[src/verilog/ais_consts.vh]
// Constants for the analog input scaling block.
`ifndef AIS_CONSTS_VH
`define AIS_CONSTS_VH

// ==========================================================================
// Object indices and their byte addresses (index times four).
`define AIS_IDX_READING      16'h3320
`define AIS_IDX_OFFSET       16'h3321
`define AIS_IDX_DIVISOR      16'h3322
`define AIS_ADDR_READING     {2'b00, `AIS_IDX_READING} * 18'h00004
`define AIS_ADDR_OFFSET      {2'b00, `AIS_IDX_OFFSET} * 18'h00004
`define AIS_ADDR_DIVISOR     {2'b00, `AIS_IDX_DIVISOR} * 18'h00004

// ==========================================================================
// Per-channel value words.
`define AIS_ADDR_READING_CH0 18'h00100
`define AIS_ADDR_READING_CH1 18'h00104
`define AIS_ADDR_OFFSET_CH0  18'h00108
`define AIS_ADDR_OFFSET_CH1  18'h0010C
`define AIS_ADDR_DIVISOR_CH0 18'h00110
`define AIS_ADDR_DIVISOR_CH1 18'h00114

// ==========================================================================
// Reset values and fixed figures.
`define AIS_CHANNEL_COUNT    32'h00000002
`define AIS_RST_READING      32'h00000000
`define AIS_RST_OFFSET       32'h00000000
`define AIS_RST_DIVISOR      32'h00000001
`define AIS_DIV_STEPS        6'h21
`define AIS_RAW_WIDTH        10

// ==========================================================================
// Bus responses.
`define AIS_RESP_OKAY        2'b00
`define AIS_RESP_SLVERR      2'b10

`endif

[src/verilog/ais_scaling.v]
// Analog input scaling: offset plus signed division per channel, AXI4-Lite registers.
//
// Functional notes
// - Two channels; each set reports count two.
// - Readings are signed 32-bit, read only.
// - Offset added to raw value before division.
// - Sum divided by divisor, quotient stored.
// - Offsets reset to zero, read/write.
// - Divisors reset to one, read/write.
// - Default offset and divisor give raw counts.
//
// Register access over AXI4-Lite was left to the implementer.
`timescale 1ns/1ps
`include "ais_consts.vh"

module ais_scaling
(
    // Clock and reset.
    input  wire        i_core_clk,
    input  wire        i_rstn,
    // Raw converter samples, same clock.
    input  wire [9:0]  i_raw_ch0,
    input  wire [9:0]  i_raw_ch1,
    input  wire        i_raw_valid,
    // AXI4-Lite write address and data.
    input  wire [17:0] i_awaddr,
    input  wire        i_awvalid,
    output reg         o_awready,
    input  wire [31:0] i_wdata,
    input  wire [3:0]  i_wstrb,
    input  wire        i_wvalid,
    output reg         o_wready,
    // AXI4-Lite write response.
    output reg  [1:0]  o_bresp,
    output reg         o_bvalid,
    input  wire        i_bready,
    // AXI4-Lite read.
    input  wire [17:0] i_araddr,
    input  wire        i_arvalid,
    output reg         o_arready,
    output reg  [31:0] o_rdata,
    output reg  [1:0]  o_rresp,
    output reg         o_rvalid,
    input  wire        i_rready,
    // Published readings.
    output reg  [31:0] o_reading_ch0,
    output reg  [31:0] o_reading_ch1
);

    localparam [1:0] ST_LOAD  = 2'h0;
    localparam [1:0] ST_DIV   = 2'h1;
    localparam [1:0] ST_STORE = 2'h2;
    localparam [2:0] SEL_NONE    = 3'h0;
    localparam [2:0] SEL_COUNT   = 3'h1;
    localparam [2:0] SEL_READING = 3'h2;
    localparam [2:0] SEL_OFFSET  = 3'h3;
    localparam [2:0] SEL_DIVISOR = 3'h4;

    // ======================================================================
    // Address decode, shared by the read and write paths.
    // Returns the register kind in bits 3:1 and the channel in bit 0.
    function [3:0] decode;
        input [17:0] addr;
        begin
            case (addr)
                `AIS_ADDR_READING, `AIS_ADDR_OFFSET, `AIS_ADDR_DIVISOR:
                    decode = {SEL_COUNT, 1'b0};
                `AIS_ADDR_READING_CH0: decode = {SEL_READING, 1'b0};
                `AIS_ADDR_READING_CH1: decode = {SEL_READING, 1'b1};
                `AIS_ADDR_OFFSET_CH0:  decode = {SEL_OFFSET, 1'b0};
                `AIS_ADDR_OFFSET_CH1:  decode = {SEL_OFFSET, 1'b1};
                `AIS_ADDR_DIVISOR_CH0: decode = {SEL_DIVISOR, 1'b0};
                `AIS_ADDR_DIVISOR_CH1: decode = {SEL_DIVISOR, 1'b1};
                default:               decode = {SEL_NONE, 1'b0};
            endcase
        end
    endfunction

    // Merges a strobed write into an old word.
    function [31:0] merge;
        input [31:0] old;
        input [31:0] data;
        input [3:0]  strb;
        integer k;
        begin
            merge = old;
            for (k = 0; k < 4; k = k + 1)
                if (strb[k])
                    merge[k*8 +: 8] = data[k*8 +: 8];
        end
    endfunction

    // ======================================================================
    // Configuration and sample storage.
    reg [31:0] offset  [0:1];
    reg [31:0] divisor [0:1];
    reg [9:0]  raw     [0:1];
    reg        aw_full;
    reg        w_full;
    reg [17:0] awaddr_q;
    reg [31:0] wdata_q;
    reg [3:0]  wstrb_q;
    wire [3:0]  wr_sel  = decode(awaddr_q);
    wire        wr_ch   = wr_sel[0];
    wire [31:0] off_new = merge(offset[wr_ch], wdata_q, wstrb_q);
    wire [31:0] div_new = merge(divisor[wr_ch], wdata_q, wstrb_q);
    wire        wr_go   = aw_full && w_full && !o_bvalid;
    wire [3:0]  rd_sel  = decode(i_araddr);

    // Raw samples are unsigned 10-bit counts spanning the full input range.
    always @(posedge i_core_clk or negedge i_rstn)
    begin
        if (!i_rstn)
        begin
            raw[0] <= 10'h000;
            raw[1] <= 10'h000;
        end
        else if (i_raw_valid)
        begin
            raw[0] <= i_raw_ch0;
            raw[1] <= i_raw_ch1;
        end
    end

    // ======================================================================
    // Write channel: address and data taken in either order.
    always @(posedge i_core_clk or negedge i_rstn)
    begin
        if (!i_rstn)
        begin
            o_awready  <= 1'b1;
            o_wready   <= 1'b1;
            aw_full    <= 1'b0;
            w_full     <= 1'b0;
            awaddr_q   <= 18'h00000;
            wdata_q    <= 32'h00000000;
            wstrb_q    <= 4'h0;
            o_bvalid   <= 1'b0;
            o_bresp    <= `AIS_RESP_OKAY;
            offset[0]  <= `AIS_RST_OFFSET;
            offset[1]  <= `AIS_RST_OFFSET;
            divisor[0] <= `AIS_RST_DIVISOR;
            divisor[1] <= `AIS_RST_DIVISOR;
        end
        else
        begin
            if (o_awready && i_awvalid)
            begin
                aw_full   <= 1'b1;
                awaddr_q  <= i_awaddr;
                o_awready <= 1'b0;
            end
            if (o_wready && i_wvalid)
            begin
                w_full   <= 1'b1;
                wdata_q  <= i_wdata;
                wstrb_q  <= i_wstrb;
                o_wready <= 1'b0;
            end
            if (wr_go)
            begin
                aw_full  <= 1'b0;
                w_full   <= 1'b0;
                o_bvalid <= 1'b1;
                o_bresp  <= `AIS_RESP_SLVERR; // Read-only and zero writes stay refused.
                if (wr_sel[3:1] == SEL_OFFSET)
                begin
                    offset[wr_ch] <= off_new;
                    o_bresp       <= `AIS_RESP_OKAY;
                end
                else if (wr_sel[3:1] == SEL_DIVISOR && div_new != 32'h00000000)
                begin
                    divisor[wr_ch] <= div_new;
                    o_bresp        <= `AIS_RESP_OKAY;
                end
            end
            if (o_bvalid && i_bready)
            begin
                o_bvalid  <= 1'b0;
                o_awready <= 1'b1;
                o_wready  <= 1'b1;
            end
        end
    end

    // ======================================================================
    // Read channel: answer one cycle after the address is taken.
    always @(posedge i_core_clk or negedge i_rstn)
    begin
        if (!i_rstn)
        begin
            o_arready <= 1'b1;
            o_rvalid  <= 1'b0;
            o_rdata   <= 32'h00000000;
            o_rresp   <= `AIS_RESP_OKAY;
        end
        else if (o_arready && i_arvalid)
        begin
            o_arready <= 1'b0;
            o_rvalid  <= 1'b1;
            o_rresp   <= `AIS_RESP_OKAY;
            case (rd_sel[3:1])
                SEL_COUNT:   o_rdata <= `AIS_CHANNEL_COUNT;
                SEL_READING: o_rdata <= rd_sel[0] ? o_reading_ch1 : o_reading_ch0;
                SEL_OFFSET:  o_rdata <= offset[rd_sel[0]];
                SEL_DIVISOR: o_rdata <= divisor[rd_sel[0]];
                default:
                begin
                    o_rdata <= 32'h00000000;
                    o_rresp <= `AIS_RESP_SLVERR;
                end
            endcase
        end
        else if (o_rvalid && i_rready)
        begin
            o_rvalid  <= 1'b0;
            o_arready <= 1'b1;
        end
    end

    // ======================================================================
    // Scaling engine: channels alternate through one restoring divider.
    reg  [1:0]  state;
    reg         ch;
    reg  [5:0]  steps;
    reg  [32:0] quo;
    reg  [33:0] rem;
    reg  [31:0] dvs_mag;
    reg         neg;
    wire [31:0]        off_sel = offset[ch];
    wire [31:0]        div_sel = divisor[ch];
    wire signed [32:0] sum     = $signed({23'h000000, raw[ch]})
                               + $signed({off_sel[31], off_sel});
    wire [32:0]        sum_mag = sum[32] ? (33'h000000000 - sum) : sum;
    wire [31:0]        div_mag = div_sel[31] ? (32'h00000000 - div_sel) : div_sel;
    wire [33:0]        rem_sh  = {rem[32:0], quo[32]};
    wire [33:0]        rem_sub = rem_sh - {2'b00, dvs_mag};
    wire [32:0]        q_sign  = neg ? (33'h000000000 - quo) : quo;
    always @(posedge i_core_clk or negedge i_rstn)
    begin
        if (!i_rstn)
        begin
            state         <= ST_LOAD;
            ch            <= 1'b0;
            steps         <= 6'h00;
            quo           <= 33'h000000000;
            rem           <= 34'h000000000;
            dvs_mag       <= 32'h00000000;
            neg           <= 1'b0;
            o_reading_ch0 <= `AIS_RST_READING;
            o_reading_ch1 <= `AIS_RST_READING;
        end
        else
        begin
            case (state)
                ST_LOAD:
                begin
                    quo     <= sum_mag;
                    rem     <= 34'h000000000;
                    dvs_mag <= div_mag;
                    neg     <= sum[32] ^ div_sel[31];
                    steps   <= `AIS_DIV_STEPS;
                    state   <= ST_DIV;
                end
                ST_DIV:
                begin
                    if (!rem_sub[33])
                    begin
                        rem <= rem_sub;
                        quo <= {quo[31:0], 1'b1};
                    end
                    else
                    begin
                        rem <= rem_sh;
                        quo <= {quo[31:0], 1'b0};
                    end
                    steps <= steps - 6'h01;
                    if (steps == 6'h01)
                        state <= ST_STORE;
                end
                ST_STORE:
                begin
                    // Quotient truncates toward zero.
                    if (ch)
                        o_reading_ch1 <= q_sign[31:0];
                    else
                        o_reading_ch0 <= q_sign[31:0];
                    ch    <= ~ch;
                    state <= ST_LOAD;
                end
                default:
                    state <= ST_LOAD;
            endcase
        end
    end

endmodule

[config.mk]
export PLATFORM = sky130hd
export DESIGN_NAME = ais_scaling
export DESIGN_NICKNAME = d
export VERILOG_FILES = /design/src/verilog/ais_scaling.v
export VERILOG_INCLUDE_DIRS = /design/src /design/src/verilog
export SDC_FILE = /design/constraint.sdc
export NUM_CORES = 1
export LEC_CHECK = 0
export BUFFER_PORTS_ARGS = -buffer_cell sky130_fd_sc_hd__buf_2
export CAP_MARGIN = 20
export CORE_ASPECT_RATIO = 1.1
export CORE_UTILIZATION = 35
export CTS_CLUSTER_SIZE = 20
export DETAILED_ROUTE_END_ITERATION = 6
export SLEW_MARGIN = 40
export SYNTH_ARGS = -nofsm -noshare
export SYNTH_HDL_FRONTEND = slang
export SYNTH_SLANG_ARGS = --single-unit
export TNS_END_PERCENT = 50
[constraint.sdc]
create_clock -name i_core_clk -period 5.6 [get_ports i_core_clk]
set_clock_uncertainty 0.2 [all_clocks]
set_input_delay 1.12 -clock i_core_clk [delete_from_list [all_inputs] [get_ports i_core_clk]]
set_output_delay 1.12 -clock i_core_clk [all_outputs]
set_load 0.05 [all_outputs]
==> results.sh, run 1 <==
export IMPL_worst_pin_slew_ns=0.825
export IMPL_period_needed_ns=4.62
export IMPL_coreArea_sq_um=68200
export IMPL_ioPinCount=205
export IMPL_crit_fanout=22
export IMPL_post_route_cell_area_sq_um=27900
export IMPL_largest_net_degree_at_the_start_of_global_routing=96
export IMPL_total_of_endpoints_with_negative_setup_slack_in_the_final_report=0
export IMPL_width_of_the_die_um=253
export IMPL_final_instance_count_excl_fill=3581
export IMPL_clkSinkCount=415
export IMPL_tritoncts_buffer_count=47
export IMPL_synth_top_area_cell="dfrtp_1"
export IMPL_start_util_pct=35.6
export IMPL_cts_buffer_depth=3
export IMPL_drtIter0Drc=1687
export IMPL_synth_common_cells="410 x dfrtp_1, 262 x mux2_2, 242 x nand2_1"
export IMPL_timing_limited_maximum_frequency_mhz=217
export IMPL_final_hold_violating_endpoints=0
export IMPL_io_buffer_count=202
export IMPL_globalRouteMet1Util_pct=29.0
export IMPL_slew_viol_final=0
export IMPL_post_synth_top_area_fraction_pct=42.3
export IMPL_fin_worst_hold_slack_ns=0.206
export IMPL_tritoncts_clock_tree="built"
export IMPL_synth_compound_area_share_pct=17.6
export IMPL_slew_limit_headroom_pct=43.6
export IMPL_cellPowerDensity_nw_per_um2=334
export IMPL_grt_pass1_wl_mm=121
export IMPL_synthMostInstantiatedCell="dfrtp_1"
export IMPL_fin_setup_tns_ns=0
export IMPL_postSynthRegisterBits=415
export IMPL_static_leakage_power_nw=12.4
export IMPL_critical_path_buf_inv_count=0
export IMPL_design_final_nets=2774
export IMPL_min_path_type="in2async"
export IMPL_yosysSeqAreaShare_pct=42.8
export IMPL_rows=100
export IMPL_fin_crit_sh_pct=82.5
export IMPL_post_synth_cell_area_avg_sq_um=9.78
export IMPL_worstPathCellList="mux2_2, ha_1, and3_1, a22oi_1, a211o_1, o31a_1, o22ai_1, nor4_4, nand4b_1, or4_1, a31oi_1, a221o_1"
export IMPL_main_combinational_cell_family_by_area_after_synthesis="compound AO/OA/AOI/OAI gates"
export IMPL_post_route_drc_count=0
export IMPL_htree_levels=2
export IMPL_wirelength_mm=78.5
export IMPL_crit_path_start_kind="flip-flop"
export IMPL_die_area_sq_um=70400
export IMPL_place_gp_congestion=0.896
export IMPL_chipHeight_um=278
export IMPL_global_route_usage_met3_pct=3.52
export IMPL_groute_layer_met2_usage_pct=36.2
export IMPL_run_status="finished, final reports clean"
export IMPL_post_cts_hold_buffer_count=0
export IMPL_synthesis_instances=2482
export IMPL_netlist_area_sq_um=24300
export IMPL_cts_repair_timing_setup_buffer_count=0
export IMPL_dpl_hpwl_mm=58.6
export IMPL_synthArstFlopShare_pct=100
export IMPL_dominantRegCellSynth="dfrtp_1"
export IMPL_yosys_area_share_xor_xnor_pct=5.01
export IMPL_post_synth_mux_area_share_pct=15.9
export IMPL_grt_pass1_vias=20015
export IMPL_drive_above_1_share_pct=23.6
export IMPL_grt_total_usage_pct=22.2
export IMPL_routed_length_per_placed_instance_um=21.9
export IMPL_worst_path_dominant_cell_family="compound AO/OA/AOI/OAI gates"
export IMPL_synthSimpleGateAreaFrac_pct=12.4
export IMPL_timing_critical_path_to_type="flip-flop"
export IMPL_cell_area_after_placement_sq_um=26300
export IMPL_ir_worst_vdd_uv=293
export IMPL_critPathArrivalTime_ns=4.96
export IMPL_clockRootBuffer="clkbuf_16"
export IMPL_grt_busiest_layer="met2"
export IMPL_cts_resizes=0
export IMPL_post_placement_cell_count=3494
export IMPL_synth_enable_flop_cells=0
export IMPL_drt_pass1_iter_count=6
export IMPL_grt_antenna_before_repair=2
export IMPL_critical_path_class="reg2reg"
export IMPL_synth_cell_types=96
export IMPL_overflow=0
export IMPL_cp_data_required_time_ns=5.95
export IMPL_rsz_0062_raised_after_global_routing="no"
export IMPL_final_fill_count=6687
export IMPL_synth_top_cells_by_area="dfrtp_1 42%, mux2_2 12%, o21ai_0 4.6%"
export IMPL_antenna_violating_nets_post_route=0
export IMPL_detail_route_vias_per_cell=5.69
export IMPL_area_growth_synth_to_finish_pct=14.7
export IMPL_cap_violations=0
export IMPL_synth_adder_area_share_pct=2.59
export IMPL_crit_slowest_cell="dfrtp_4"
export IMPL_worst_skew_pair_late_latency_ns=0.63
export IMPL_synth_warning_count=0
export IMPL_clkTransAtPathRegs_ns=0.06
export IMPL_critical_path_max_stage_delay_ns=0.62
export IMPL_routed_via_count=20365
export IMPL_totalPowerFinal_mw=9.31
final cells by class:
| type | count | area (sq um) | area share, % |
|---|---|---|---|
| Tap cell | 918 | 1150 | 4.12 |
| Clock inverter | 23 | 255 | 0.916 |
| Timing Repair Buffer | 235 | 1360 | 4.88 |
| Multi-Input combinational cell | 1855 | 13100 | 47.1 |
| Inverter | 71 | 267 | 0.957 |
| Antenna cell | 1 | 2.50 | 0.00898 |
| Clock buffer | 63 | 1300 | 4.65 |
| Sequential cell | 415 | 10400 | 37.3 |
metrics by stage:
step | utilization (%) | worst slack [ns]
final | 40.8 | 0.982
after global routing | 40.8 | 0.683
after CTS | 40.8 | 1.03
after detailed placement | 38.5 | 0.956
after global placement | 38.4 | 0.984
after floorplan | - | 0.0461
per-layer routing:
| metal | share of wire [%] | routed length, um |
|---|---|---|
| met1 | 42 | 33000 |
| met2 | 48 | 37300 |
| met3 | 6.0 | 4690 |
| met4 | 4.5 | 3510 |
| met5 | 0.029 | 23 |
worst reg2reg max path: cells and delay by family (launching register included):
| family | cells | cell delay [ns] |
|---|---|---|
| AOI/OAI and AO/OA | 6 | 1.59 |
| DFF | 1 | 0.62 |
| muxes | 1 | 0.39 |
| adders and majority gates | 1 | 0.43 |
| and+or+nand+nor | 4 | 1.35 |
cell usage in the layout, fill, tap and decap left out, types with 6 or more instances in the layout:
| cell | count |
|---|---|
| a211oi_1 | 17 |
| a21o_1 | 25 |
| a21oi_1 | 157 |
| a221oi_1 | 33 |
| a22oi_1 | 40 |
| a31oi_1 | 43 |
| a32oi_1 | 10 |
| and2_1 | 13 |
| and3_1 | 16 |
| buf_2 | 201 |
| buf_4 | 27 |
| clkbuf_1 | 10 |
| clkbuf_16 | 47 |
| clkbuf_8 | 6 |
| clkinv_2 | 14 |
| dfrtp_1 | 407 |
| ha_1 | 47 |
| inv_1 | 70 |
| mux2_2 | 262 |
| mux2i_1 | 90 |
| nand2_1 | 239 |
| nand2b_1 | 14 |
| nand3_1 | 60 |
| nand3b_1 | 7 |
| nand4_1 | 12 |
| nand4b_1 | 7 |
| nor2_1 | 144 |
| nor3_1 | 31 |
| nor3b_1 | 7 |
| nor4_1 | 19 |
| o211ai_1 | 11 |
| o21a_1 | 8 |
| o21ai_0 | 222 |
| o21ai_1 | 24 |
| o31ai_1 | 14 |
| o41ai_1 | 7 |
| or4_1 | 12 |
| xnor2_1 | 49 |
| xor2_1 | 86 |
power by group:
group          switching (mW)  internal [mW]
Sequential              0.475           3.35
Clock                    1.34           1.79
Combinational            1.48          0.882
Total                    3.29           6.01
registers in the layout, summed over array words and instances, names as in the netlist, 2 cells and up:
register,cells
wstrb_q,4
divisor,64
state,2
raw,20
steps,6
quo,33
dvs_mag,32
rem,33
wdata_q,32
offset,64
awaddr_q,18
o_reading_ch1,32
o_reading_ch0,32
o_rdata,32
logic make-up (layout without fill, tap and decap cells):
kind of cell,after synthesis,in the layout
adders and majority gates,49,49
DFF,415,415
muxes,353,353
AOI/OAI and AO/OA,682,682
buffers and inverters,213,392
xor gates and xnor gates,138,138
and+or+nand+nor,631,631
other,1,3
worst paths after layout:
| check | start | endpoint | slack [ns] | cells past startpoint |
|---|---|---|---|---|
| min in group i_core_clk | dvs_mag[28]$_DFFE_PN0P_ | dvs_mag[28]$_DFFE_PN0P_ | 0.28 | 2 |
| min reg2reg | dvs_mag[28]$_DFFE_PN0P_ | dvs_mag[28]$_DFFE_PN0P_ | 0.28 | 2 |
| max in group asynchronous | i_rstn | raw[11]$_DFFE_PN0P_ | 3.82 | 3 |
| min | i_rstn | rem[26]$_DFFE_PN0P_ | 0.21 | 1 |
| max | ch$_DFFE_PN0N_ | quo[31]$_DFFE_PN0P_ | 0.98 | 12 |
| max reg2reg | ch$_DFFE_PN0N_ | quo[31]$_DFFE_PN0P_ | 0.98 | 12 |
Note: power is estimated with default switching activity, not from simulation.
==> run 2: changes to the inputs <==
==> constraint.sdc (replaced) <==
create_clock -name i_core_clk -period 4.2 [get_ports i_core_clk]
set_clock_uncertainty 0.2 [all_clocks]
set_input_delay 0.84 -clock i_core_clk [delete_from_list [all_inputs] [get_ports i_core_clk]]
set_output_delay 0.84 -clock i_core_clk [all_outputs]
set_load 0.05 [all_outputs]
==> run 2 against run 1 <==
Clock power rose by 32%; worst setup slack got worse by 0.93 ns; worst hold slack got worse by 0.19 ns; critical endpoint unchanged; highest routed layer is now met4.
==> results.sh, run 2 (synthesized netlist as in run 1, its figures left out) <==
export IMPL_crit_path_start_kind="flip-flop"
export IMPL_critical_path_max_stage_delay_ns=0.54
export IMPL_internal_power_mw=8.12
export IMPL_post_route_cell_area_sq_um=28900
export IMPL_routed_via_count=20667
export IMPL_routed_length_per_placed_instance_um=21.9
export IMPL_preCtsSetupSlack_ns=-0.155
export IMPL_io_buffer_count=202
export IMPL_chipHeight_um=278
export IMPL_clkSinkCount=415
export IMPL_power_frac_seq_pct=40.8
export IMPL_area_growth_synth_to_finish_pct=19.0
export IMPL_p_clk_share_pct=33.3
export IMPL_cap_violations=0
export IMPL_cell_area_after_placement_sq_um=27200
export IMPL_min_path_type="in2async"
export IMPL_width_of_the_die_um=253
export IMPL_rows=100
export IMPL_cp_startpoint="ch$_DFFE_PN0N_"
export IMPL_r2r_slack_ns=0.05
export IMPL_mostFrequentLayoutCells="407 x dfrtp_1, 256 x mux2_2, 240 x nand2_1"
export IMPL_clockRootBuffer="clkbuf_16"
export IMPL_start_util_pct=35.6
export IMPL_ioPinCount=205
export IMPL_crit_path_end="quo[31]$_DFFE_PN0P_"
export IMPL_timing_final_ws_setup_ns=0.0514
export IMPL_ir_worst_vdd_uv=420
export IMPL_critical_path_buf_inv_count=3
export IMPL_crit_slowest_cell="dfrtp_4"
export IMPL_power_frac_comb_pct=25.9
export IMPL_dpl_hpwl_mm=60.9
export IMPL_grt_antenna_before_repair=1
export IMPL_die_area_sq_um=70400
export IMPL_antenna_violating_nets_post_route=0
export IMPL_endpoint_of_the_worst_register_to_register_path="quo[31]$_DFFE_PN0P_"
export IMPL_globalRouteMet1Util_pct=29.8
export IMPL_switching_power_mw=4.28
export IMPL_drt_pass1_iter_count=5
export IMPL_timing_critical_path_to_type="flip-flop"
export IMPL_critPathArrivalTime_ns=4.48
export IMPL_grt_total_usage_pct=22.6
export IMPL_slew_viol_final=0
export IMPL_drtIter0Drc=1661
export IMPL_period_needed_ns=4.15
export IMPL_place_gp_congestion=0.922
export IMPL_grt_pass1_vias=20381
export IMPL_cp_data_required_time_ns=4.54
export IMPL_total_of_endpoints_with_negative_setup_slack_in_the_final_report=0
export IMPL_utilization_pct=42.4
export IMPL_worst_pin_slew_ns=0.743
export IMPL_coreArea_sq_um=68200
export IMPL_final_hold_violating_endpoints=0
export IMPL_final_fill_count=6552
export IMPL_cts_buffer_depth=3
export IMPL_path_common_cell="buf_4"
export IMPL_cellPowerDensity_nw_per_um2=429
export IMPL_tritoncts_buffer_count=46
export IMPL_largest_registers="divisor: 64 flops, offset: 64 flops"
export IMPL_run_status="finished, final reports clean"
export IMPL_crit_fanout=6
export IMPL_post_cts_hold_buffer_count=0
export IMPL_overflow=0
export IMPL_grt_pass1_wl_mm=123
export IMPL_post_route_drc_count=0
export IMPL_r2r_start="ch$_DFFE_PN0N_"
export IMPL_power_switching_share_pct=34.5
export IMPL_fin_crit_sh_pct=98.8
export IMPL_layout_cells_most_common="dfrtp_1"
export IMPL_static_leakage_power_nw=12.9
export IMPL_design_final_nets=2866
export IMPL_largest_net_degree_at_the_start_of_global_routing=106
export IMPL_timing_critical_path_depth=15
export IMPL_detail_route_vias_per_cell=5.63
export IMPL_tritoncts_clock_tree="built"
export IMPL_worst_path_dominant_cell_family="simple AND/OR/NAND/NOR gates"
export IMPL_diodes=0
export IMPL_grt_busiest_layer="met2"
export IMPL_critical_path_class="reg2reg"
export IMPL_rsz_0062_raised_after_global_routing="yes"
export IMPL_fin_worst_hold_slack_ns=0.0106
export IMPL_wirelength_mm=80.6
export IMPL_drive_above_1_share_pct=27.2
export IMPL_slew_limit_headroom_pct=50.3
export IMPL_worstPathCellList="buf_12, buf_4, mux2i_2, buf_4, fa_2, and2b_2, o21ai_2, a211o_1, a211oi_2, o22ai_2, nor4_4, nand4b_1, or4_4, a31oi_4, a221o_1"
export IMPL_groute_layer_met2_usage_pct=36.1
export IMPL_reg2regPathDepth=15
export IMPL_clkTransAtPathRegs_ns=0.06
export IMPL_worst_skew_pair_late_latency_ns=0.62
export IMPL_global_route_usage_met3_pct=3.21
export IMPL_htree_levels=2
export IMPL_timing_limited_maximum_frequency_mhz=241
[run 2: metrics by stage]
| step | setup TNS (ns) | std cells | power [mW] |
|---|---|---|---|
| final | 0 | 3671 | 12.4 |
| after global routing | -0.167 | 3671 | 12.9 |
| after CTS | 0 | 3666 | 12.4 |
| after detailed placement | -0.170 | 3581 | 8.29 |
| after floorplan | -12.23 | 2483 | 6.98 |
| after global placement | -0.0893 | 3581 | 8.21 |
[run 2: repair_timing]
action | 4_1_cts | 5_1_grt
setup endpoints to repair | 2 | 87
pin swaps | 1 | 13
setup buffers | 1 | 5
resized for setup | 2 | 22
gates cloned | 0 | 0
[run 2: cell type report]
class	count	area, sq um	share of cell area (%)
clock inverters	14	169	0.585
clock buffers	70	1370	4.75
inverters	71	267	0.923
multi-input cells	1855	13400	46.2
well taps	918	1150	3.98
flip-flops and latches	415	10400	36.0
repair buffers	328	2180	7.54
[run 2: worst min path at each step]
stage	to	slack, ns	cells past startpoint
3_3_place_gp	o_rdata[27]$_DFFE_PN0P_	0.26	2
4_1_cts	divisor[2]$_DFFE_PN0P_	0.02	1
5_1_grt	rem[9]$_DFFE_PN0P_	0.05	1
3_5_place_dp	dvs_mag[5]$_DFFE_PN0P_	0.27	2
2_1_floorplan	dvs_mag[10]$_DFFE_PN0P_	0.25	2
6_report	rem[9]$_DFFE_PN0P_	0.01	1
[run 2: per-layer routing]
layer	vias up	part of all wire [%]
met4	0	5.2
met3	172	5.6
met1	10239	43
met5	-	0
met2	728	46
li1	9528	-
[run 2: power groups by stage]
stage	sequential (mW)	combinational, mW	clock (mW)
floorplan	5.00	1.98	0
global placement	5.09	3.11	0
detailed placement	5.12	3.17	0
CTS	5.05	3.19	4.21
global route	5.12	3.48	4.35
finish	5.06	3.21	4.13
